## config.mk

```make
export PLATFORM = sky130hd
export DESIGN_NAME = afws_status_bank
export DESIGN_NICKNAME = d
export VERILOG_FILES = /design/src/shared/afws_pkg.sv /design/src/verilog/afws_status_bank.sv
export VERILOG_INCLUDE_DIRS = /design/src /design/src/shared
export SDC_FILE = /design/constraint.sdc
export NUM_CORES = 1
export LEC_CHECK = 0
export ABC_AREA = 0
export BUFFER_PORTS_ARGS = -buffer_cell sky130_fd_sc_hd__buf_2
export CAP_MARGIN = 10
export CORE_MARGIN = 2
export CORE_UTILIZATION = 40
export CTS_CLUSTER_SIZE = 12
export DETAILED_ROUTE_END_ITERATION = 8
export HOLD_SLACK_MARGIN = 0.06
export PLACE_DENSITY = 0.67
export SYNTH_ARGS = -nofsm -noshare
export SYNTH_HDL_FRONTEND = slang
export SYNTH_SLANG_ARGS = --single-unit
export TNS_END_PERCENT = 50
```

## constraint.sdc

```tcl
create_clock -name clk -period 3.69 [get_ports clk]
set_input_delay 0.5535 -clock clk [delete_from_list [all_inputs] [get_ports clk]]
set_output_delay 0.5535 -clock clk [all_outputs]
set_load 0.03 [all_outputs]
```

## src/shared/afws_defs.svh

```systemverilog
// register offsets, field positions and reset values of the fault and warning bank
// assumes inclusion by bare name from the package and the design file
`ifndef AFWS_DEFS_SVH
`define AFWS_DEFS_SVH

`define AFWS_ADDR_CHAN_FAULT   8'h10
`define AFWS_ADDR_GLOBAL_ONE   8'h11
`define AFWS_ADDR_GLOBAL_TWO   8'h12
`define AFWS_ADDR_WARNING      8'h13
`define AFWS_ADDR_ALERT_MASK   8'h14

`define AFWS_RST_CHAN_FAULT    8'h00
`define AFWS_RST_GLOBAL_ONE    8'h00
`define AFWS_RST_GLOBAL_TWO    8'h00
`define AFWS_RST_WARNING       8'h20
`define AFWS_RST_ALERT_MASK    8'h00
`define AFWS_RD_UNMAPPED       8'h00

`define AFWS_BIT_CLOCK_FAULT   4
`define AFWS_BIT_STAGE_HI        3
`define AFWS_BIT_BATT_HI         2
`define AFWS_BIT_STAGE_LO        1
`define AFWS_BIT_BATT_LO         0
`define AFWS_BIT_GLOBAL_SHUTDOWN 4
`define AFWS_BIT_POWER_ON        5
`define AFWS_BIT_GLOBAL_WARN     4

`define AFWS_SUP_OVERCURRENT     7
`define AFWS_SUP_SHUTDOWN        6
`define AFWS_SUP_UNDERVOLT       5
`define AFWS_SUP_OVERVOLT        4
`define AFWS_SUP_DC_OFFSET       3
`define AFWS_SUP_CURRENT_LIMIT   2
`define AFWS_SUP_CLIPPING        1
`define AFWS_SUP_THERMAL_WARN    0

`endif

```

## src/shared/afws_pkg.sv

```systemverilog
// types shared by the fault and warning status bank
// assumes afws_defs.svh on the include path
package afws_pkg;
    `include "afws_defs.svh"

    typedef logic [7:0] afws_byte_t;
    typedef logic [3:0] afws_chan_t;
endpackage

```

## src/verilog/afws_status_bank.sv

```systemverilog
// fault and warning status bank of a four-channel amplifier with two alert outputs
// assumes detectors and the register port run on clk; ch1 is the msb of each channel vector
//
// Contract
// - per-channel overcurrent flags sit in channel fault bits 7..4, ch1 highest
// - per-channel dc-offset flags sit in channel fault bits 3..0, ch1 highest
// - invalid input clock shows in global fault one bit 4, else zero
// - power-stage overvoltage bit 3, battery overvoltage bit 2, while detected
// - power-stage undervoltage bit 1, battery undervoltage bit 0, while detected
// - global thermal shutdown shows in global fault two bit 4 at 0x12
// - per-channel thermal shutdown in global fault two bits 3..0, ch1 highest
// - warning register bit 5 reports that a power-on reset occurred
// - warning register bit 4 set while global thermal warning is present
// - per-channel thermal warnings in warning bits 3..0, ch1 highest
// - warning register reads 0x20 right after reset
// - mask bit 7 keeps overcurrent faults off the fault alert
// - mask bit 6 keeps thermal shutdown faults off the fault alert
// - mask bit 5 keeps undervoltage faults off the fault alert
// - mask bit 4 keeps overvoltage faults off the fault alert
// - mask bit 3 keeps dc-offset faults off the fault alert
// - mask bit 2 keeps current-limit events off the fault alert
// - mask bit 1 keeps clipping off the caution alert
// - mask bit 0 keeps thermal warnings off the caution alert
// - alert mask register resets to 0x00, reporting every class
// - channel fault register sits at offset 0x10
`include "afws_defs.svh"

module afws_status_bank (
    input  wire logic                clk,
    input  wire logic                rstn,
    input  wire logic [7:0]          reg_addr,
    input  wire logic                reg_wr,
    input  wire logic                reg_rd,
    input  wire afws_pkg::afws_byte_t reg_wdata,
    output afws_pkg::afws_byte_t     reg_rdata,
    output logic                     reg_rvalid,
    input  wire afws_pkg::afws_chan_t overcurrent_in,
    input  wire afws_pkg::afws_chan_t dc_offset_in,
    input  wire logic                invalid_clock_in,
    input  wire logic                power_stage_overvoltage_flag,
    input  wire logic                battery_overvoltage_flag,
    input  wire logic                power_stage_undervoltage_flag,
    input  wire logic                battery_undervoltage_flag,
    input  wire logic                global_thermal_shutdown_flag,
    input  wire afws_pkg::afws_chan_t chan_thermal_shutdown_in,
    input  wire logic                global_thermal_warning_flag,
    input  wire afws_pkg::afws_chan_t chan_thermal_warning_in,
    input  wire logic                current_limit_in,
    input  wire logic                clipping_in,
    output logic                     fault_alert,
    output logic                     caution_alert
);
    import afws_pkg::*;

    // reset release through two flops
    logic        rst_meta_n;
    logic        rst_n;

    always_ff @(posedge clk or negedge rstn) begin
        if (!rstn) begin
            rst_meta_n <= 1'b0;
            rst_n      <= 1'b0;
        end else begin
            rst_meta_n <= 1'b1;
            rst_n      <= rst_meta_n;
        end
    end

    function automatic logic class_hit(input logic [7:0] flags, input logic suppress);
        class_hit = (|flags) && !suppress;
    endfunction

    function automatic logic addr_is(input logic [7:0] a, input logic [7:0] offs);
        addr_is = (a == offs);
    endfunction

    afws_byte_t  channel_fault_status;
    afws_byte_t  global_fault_status_one;
    afws_byte_t  global_fault_status_two;
    afws_byte_t  warning_status;
    afws_byte_t  alert_output_mask;
    logic        limit_q;
    logic        clip_q;

    afws_byte_t  next_channel_fault_status;
    afws_byte_t  next_global_fault_status_one;
    afws_byte_t  next_global_fault_status_two;
    afws_byte_t  next_warning_status;
    afws_byte_t  next_alert_output_mask;
    logic        next_limit_q;
    logic        next_clip_q;
    afws_byte_t  next_reg_rdata;
    logic        next_reg_rvalid;
    logic        next_fault_alert;
    logic        next_caution_alert;

    logic        suppress_overcurrent_alert;
    logic        suppress_thermal_shutdown_alert;
    logic        suppress_undervoltage_alert;
    logic        suppress_overvoltage_alert;
    logic        suppress_dc_offset_alert;
    logic        suppress_current_limit_alert;
    logic        suppress_clipping_alert;
    logic        suppress_thermal_warning_alert;

    assign suppress_overcurrent_alert      = alert_output_mask[`AFWS_SUP_OVERCURRENT];
    assign suppress_thermal_shutdown_alert = alert_output_mask[`AFWS_SUP_SHUTDOWN];
    assign suppress_undervoltage_alert     = alert_output_mask[`AFWS_SUP_UNDERVOLT];
    assign suppress_overvoltage_alert      = alert_output_mask[`AFWS_SUP_OVERVOLT];
    assign suppress_dc_offset_alert        = alert_output_mask[`AFWS_SUP_DC_OFFSET];
    assign suppress_current_limit_alert    = alert_output_mask[`AFWS_SUP_CURRENT_LIMIT];
    assign suppress_clipping_alert         = alert_output_mask[`AFWS_SUP_CLIPPING];
    assign suppress_thermal_warning_alert  = alert_output_mask[`AFWS_SUP_THERMAL_WARN];

    always_comb begin
        // live detector levels, sampled every cycle
        next_channel_fault_status    = {overcurrent_in, dc_offset_in};
        next_global_fault_status_one = 8'h00;
        next_global_fault_status_one[`AFWS_BIT_CLOCK_FAULT] = invalid_clock_in;
        next_global_fault_status_one[`AFWS_BIT_STAGE_HI] = power_stage_overvoltage_flag;
        next_global_fault_status_one[`AFWS_BIT_BATT_HI] = battery_overvoltage_flag;
        next_global_fault_status_one[`AFWS_BIT_STAGE_LO] = power_stage_undervoltage_flag;
        next_global_fault_status_one[`AFWS_BIT_BATT_LO] = battery_undervoltage_flag;
        next_global_fault_status_two = {3'h0, global_thermal_shutdown_flag,
                                        chan_thermal_shutdown_in};
        // power-on flag stays until the host reads the warning register
        next_warning_status = {2'h0, warning_status[`AFWS_BIT_POWER_ON],
                               global_thermal_warning_flag,
                               chan_thermal_warning_in};
        if (reg_rd && addr_is(reg_addr, `AFWS_ADDR_WARNING)) begin
            next_warning_status[`AFWS_BIT_POWER_ON] = 1'b0;
        end
        next_alert_output_mask = alert_output_mask;
        if (reg_wr && addr_is(reg_addr, `AFWS_ADDR_ALERT_MASK)) begin
            next_alert_output_mask = reg_wdata;
        end
        next_limit_q = current_limit_in;
        next_clip_q  = clipping_in;

        next_reg_rvalid = reg_rd;
        next_reg_rdata  = reg_rdata;
        if (reg_rd) begin
            unique case (reg_addr)
                `AFWS_ADDR_CHAN_FAULT: next_reg_rdata = channel_fault_status;
                `AFWS_ADDR_GLOBAL_ONE: next_reg_rdata = global_fault_status_one;
                `AFWS_ADDR_GLOBAL_TWO: next_reg_rdata = global_fault_status_two;
                `AFWS_ADDR_WARNING:    next_reg_rdata = warning_status;
                `AFWS_ADDR_ALERT_MASK: next_reg_rdata = alert_output_mask;
                default:               next_reg_rdata = `AFWS_RD_UNMAPPED;
            endcase
        end

        // clock fault has no mask and always reaches the fault alert
        next_fault_alert =
            class_hit({4'h0, channel_fault_status[7:4]}, suppress_overcurrent_alert) ||
            class_hit({3'h0, global_fault_status_two[4:0]},
                      suppress_thermal_shutdown_alert) ||
            class_hit({6'h0, global_fault_status_one[1:0]},
                      suppress_undervoltage_alert) ||
            class_hit({6'h0, global_fault_status_one[3:2]},
                      suppress_overvoltage_alert) ||
            class_hit({4'h0, channel_fault_status[3:0]}, suppress_dc_offset_alert) ||
            class_hit({7'h0, limit_q}, suppress_current_limit_alert) ||
            global_fault_status_one[`AFWS_BIT_CLOCK_FAULT];
        next_caution_alert =
            class_hit({7'h0, clip_q}, suppress_clipping_alert) ||
            class_hit({3'h0, warning_status[4:0]}, suppress_thermal_warning_alert);
    end

    always_ff @(posedge clk or negedge rst_n) begin
        if (!rst_n) begin
            channel_fault_status    <= `AFWS_RST_CHAN_FAULT;
            global_fault_status_one <= `AFWS_RST_GLOBAL_ONE;
            global_fault_status_two <= `AFWS_RST_GLOBAL_TWO;
            warning_status          <= `AFWS_RST_WARNING;
            alert_output_mask       <= `AFWS_RST_ALERT_MASK;
            limit_q                 <= 1'b0;
            clip_q                  <= 1'b0;
            reg_rdata               <= 8'h00;
            reg_rvalid              <= 1'b0;
            fault_alert             <= 1'b0;
            caution_alert           <= 1'b0;
        end else begin
            channel_fault_status    <= next_channel_fault_status;
            global_fault_status_one <= next_global_fault_status_one;
            global_fault_status_two <= next_global_fault_status_two;
            warning_status          <= next_warning_status;
            alert_output_mask       <= next_alert_output_mask;
            limit_q                 <= next_limit_q;
            clip_q                  <= next_clip_q;
            reg_rdata               <= next_reg_rdata;
            reg_rvalid              <= next_reg_rvalid;
            fault_alert             <= next_fault_alert;
            caution_alert           <= next_caution_alert;
        end
    end
endmodule

```

**Word-level counts from Yosys, hierarchy flattened**

Cells that the tools add are included.

- Output and inout port bits: 11
- Bits in registers: 47
- Word-level logic and storage cells: 51
- Input bits: 45

- Mux-type cells: 1
- Reductions and logical operators: 31
- Eq/ne operators: 5

Operators by type and width:

| cell | count |
|---|---|
| equality test 8 x 5 -> 1 bit (second input constant) | 5 |
| one-hot mux 8 bit (5 select lines) | 1 |
| logical AND 1 bit | 10 |
| OR reduction 5 bit | 2 |
| logical NOT 1 bit | 8 |
| OR reduction 4 bit | 2 |
| logical OR 1 bit | 7 |
| OR reduction 2 bit | 2 |

**Depth between registers and ports, before layout**

- Word-level depth: 8
- Mapped depth: 4
- Mapped depth without buffers: 3

**Worst setup path after synthesis**

Ideal clock, no wire load.

- Path kind: in2reg
- From: input reg_addr[0]
- To: register reg_rdata[4]
- Required time: 3.564 ns
- Slack: 2.060 ns
- Arrival time: 1.504 ns
- Stages on the path: 3
- Buffers on the path: 1
- Library setup time: 0.126 ns
- Cell sequence: buf_6 > mux4_2 > a221o_1

- Word-level cells in the longest chain between the ends: 2
- Elaborated cells on any way between the ends: 6
- Classes of those cells: 5 x eq/ne; 1 x mux

Ends and longest elaborated chain:

| element | RTL line | text |
|---|---|---|
| from (decl) | afws_status_bank.sv:31 | `input wire logic [7:0] reg_addr,` |
| equality test 8 x 5 -> 1 bit | afws_status_bank.sv:143 | `unique case (reg_addr)` |
| one-hot mux 8 bit (5 select lines) * | afws_status_bank.sv:143 |  |
| to (signal assigned) | afws_status_bank.sv:191 | `reg_rdata <= next_reg_rdata;` |
| to (decl) | afws_status_bank.sv:35 | `output afws_pkg::afws_byte_t reg_rdata,` |

Mark *: on every way between the ends. The rest lies on a longest branch, timed or not.
A chain may end at the register's enable or synchronous reset.

**Final worst setup path**

- From: input reg_addr[5]
- To: register alert_output_mask[3]

- Word-level cells in the longest chain between the ends: 2

Ends and longest elaborated chain:

| element | RTL line | text |
|---|---|---|
| equality test 8 x 5 -> 1 bit | afws_status_bank.sv:74 | `addr_is = (a == offs);` |
| logical AND 1 bit | afws_status_bank.sv:134 | `` if (reg_wr && addr_is(reg_addr, `AFWS_ADDR_ALERT_MASK)) begin `` |
| to (signal assigned) | afws_status_bank.sv:176 | `` alert_output_mask <= `AFWS_RST_ALERT_MASK; `` |
| to (signal assigned) | afws_status_bank.sv:188 | `alert_output_mask <= next_alert_output_mask;` |
| to (decl) | afws_status_bank.sv:81 | `afws_byte_t alert_output_mask;` |

No other way between the ends.

==> results.cfg <==
[sta]
timing_hold_violations_final = 0
timing.max_slew.rel_slack = 0.389
finalSetupTns_ns = 0
slew_violations = 0
worstMarginPinSlew_ns = 0.917
finalWorstPathRequiredPeriod_ns = 1.53
hold_slack_ns = 0.353
finalSetupViolCount = 0
post-route-worst-setup-slack_ns = 2.16
clock.fmax_mhz = 653
final.setup_skew_ns = 0.00864
rsz0062_at_grt = no
timing.final.crit_share = 0.415

[final_layout]
final_design_area_no_fill_sq_mm = 0.00217
final.fill_count = 379
design.final.nets = 219
post_synthesis_to_final_layout_area_growth_pct = 24.1
drive_gt1_frac = 0.469
layout.cells.most_common = buf_2
fin_util = 0.505
layout.area.seq_sq_mm = 0.00118
leading_cell_types_in_the_layout_fill_and_taps_excluded = buf_2, dfrtp_1, mux2_2
diodes = 0
multi_input_comb_area_sq_um = 520

[power]
cellInternalPower_uw = 727
cellLeakagePower_nw = 1.05
p_clk_frac = 0.339
power.share.switching = 0.227
vdd.ir_drop.worst_mv = 0.213
power.density_mw_per_mm2 = 434
power_switching_uw = 213
power_frac_comb = 0.068
power.sequential.fraction = 0.594

[routing]
wl_met3_microns = 235
dr.first_iter.drc_count = 135
topRoutingLayerUsed = met4
route.detailed.drc = 0
vias_per_cell = 5.10
finalWirelength_microns = 3540
drtPass1Iterations = 3
drtAntennaViolNets = 0
detailroute.wirelength.met2_microns = 1720
met1Wirelength_microns = 1510
wire_per_inst_microns = 15.6
num_vias = 1158

[global_routing]
global_route_wire_length_before_repair_microns = 5900
grt_start_max_net_pins = 46
antenna_found_initial = 0
via_count_of_the_first_global_routing_pass = 1235
globalRouteTotalUtil = 0.160
grt_overflow = 0

[setup_path]
worstSetupStartpointType = primary input
setup.worst_path.start = reg_addr[5]
crit_required_ns = 3.88
endpoint_class_of_the_critical_path = flip-flop
timing.critical_path.buf_inv = 1
cpLargestDelayFamily = simple AND/OR/NAND/NOR gates
critical_path_cell_by_cell = buf_2, nor3b_1, nand4_2, mux2_2
cp_slowest_stage_delay_ns = 0.37
regToRegStartpoint = channel_fault_status[6]
timing.setup.critical_path_class = in -> reg
worstPathArrival_ns = 1.72
crit_path_top_delay_cell = mux2_2
crit_path_max_fanout = 8

[yosys]
yosys.area_share.simple = 0.101
synth_cells = 114
yosysSeqAreaShare = 0.674
netlist-cell-type-count = 31
synth-seq-cells = 47
synth.area.mux_share = 0.128
synth_compound_gate_area_share = 0.0673
synthXorXnorAreaFrac = 0
mappedNetlistNets = 159
syn_area_per_cell_sq_um = 15.3
synth_top_family_by_area = multiplexers
synth_fa_ha_area_frac = 0
synth-warning-count = 0
synth_area_sq_mm = 0.00175

[clocking]
cts_made_buffers = 5
cts_tree = done
cts.root.buffer_cell = clkbuf_8
buffers_inserted_by_post_cts_timing_repair = 0
cts-htree-levels = 2
clkTransAtPathRegs_ns = 0.08
ctsResizeCount = 0
clock-sinks = 47
cts_max_path_buffers = 2
worstSkewPairLatency_ns = 0.30

[place]
place_congestion = 0.829
placedInstanceArea_sq_mm = 0.00206
dp.final_hpwl_microns = 2730
numPortBuffers = 55
dp_slack_ns = 1.85

[worst_hold_path]
hold_start = clipping_in
worstHoldPathType = in -> reg

[floorplan]
die_width_microns = 70.1
placeableCoreArea_sq_mm = 0.00429
die_area_sq_mm = 0.00491
pin_count = 56
num_rows = 24
chipHeight_microns = 70.1
floorplan.initialDensity = 0.407

[outcome]
status = complete, no violations

[run]
maximum_capacitance_violations = 0
Yosys cell counts:
cell	count	area share
nor2_2	1	0.0036
mux2_2	8	0.052
nor2b_1	5	0.018
clkbuf_1	1	0.0021
o22ai_1	5	0.018
o221ai_1	1	0.0050
nand4_2	1	0.0072
or3b_2	2	0.010
mux4_2	5	0.064
a221o_1	5	0.029
nand2_1	1	0.0021
or4b_1	1	0.0057
a31oi_1	1	0.0036
and4_1	1	0.0050
a21oi_1	1	0.0029
a211o_1	1	0.0050
nor3b_1	1	0.0043
nor2_1	6	0.013
nor4_1	2	0.0072
inv_1	6	0.013
nor3_1	1	0.0029
or4_1	2	0.0086
dfstp_2	1	0.015
conb_1	1	0.0021
nor3b_2	1	0.0072
nand3_1	1	0.0029
a21o_1	1	0.0043
dfrtp_1	46	0.66
buf_6	2	0.013
nand4_1	1	0.0036
mux2i_1	2	0.011
state kept, by name, summed over array words and instances, names as in the netlist:
signal / flops
alert_output_mask: 8
caution_alert: 1
channel_fault_status: 8
clip_q: 1
fault_alert: 1
global_fault_status_one: 5
global_fault_status_two: 5
limit_q: 1
reg_rdata: 8
reg_rvalid: 1
rst_meta_n: 1
rst_n: 1
warning_status: 6
power by group through the flow:
stage	Sequential [mW]	Clock (mW)	Combinational, mW
global placement	0.568	0	0.0612
CTS	0.559	0.326	0.0644
detailed placement	0.569	0	0.0632
global route	0.563	0.350	0.0697
floorplan	0.565	0	0.0308
finish	0.558	0.318	0.0635
metal layers:
metal,track usage,vias up
met3,0.0548,7
met5,0,-
met1,0.204,576
met2,0.248,41
li1,-,534
met4,0.0705,0
final cells by class:
cell class / instances / area share
clock buffers: 7 / 0.0398
clock inverters: 1 / 0.00404
inverters: 6 / 0.0104
multi-input cells: 58 / 0.240
flip-flops and latches: 47 / 0.544
well taps: 52 / 0.0300
repair buffers: 56 / 0.132
what timing repair did:
item / CTS / global route
endpoints found under the setup margin: 0 / 0
hold endpoints to repair: 2 / 0
hold buffers: 1 / 0
cell families after synthesis:
logic type	after synthesis
buffers and inverters	9
flip-flops	47
multiplexers	15
AND/OR/NAND/NOR	27
AO/OA/AOI/OAI	15
other	1
metrics by stage:
step	cells	power, mW
after floorplan	114	0.596
after global placement	218	0.629
after detailed placement	218	0.633
after CTS	227	0.950
after global routing	227	0.982
final	227	0.940
final timing paths:
check	to	slack, ns	cells after the start
hold / removal	clip_q	0.35	1
hold reg to reg	rst_n	0.35	0
max in group asynchronous	channel_fault_status[2]	2.71	0
setup reg to reg	fault_alert	2.25	3
min in group asynchronous	alert_output_mask[7]	0.40	0
setup / recovery	alert_output_mask[3]	2.16	4
(Power assumes the default switching activity.)
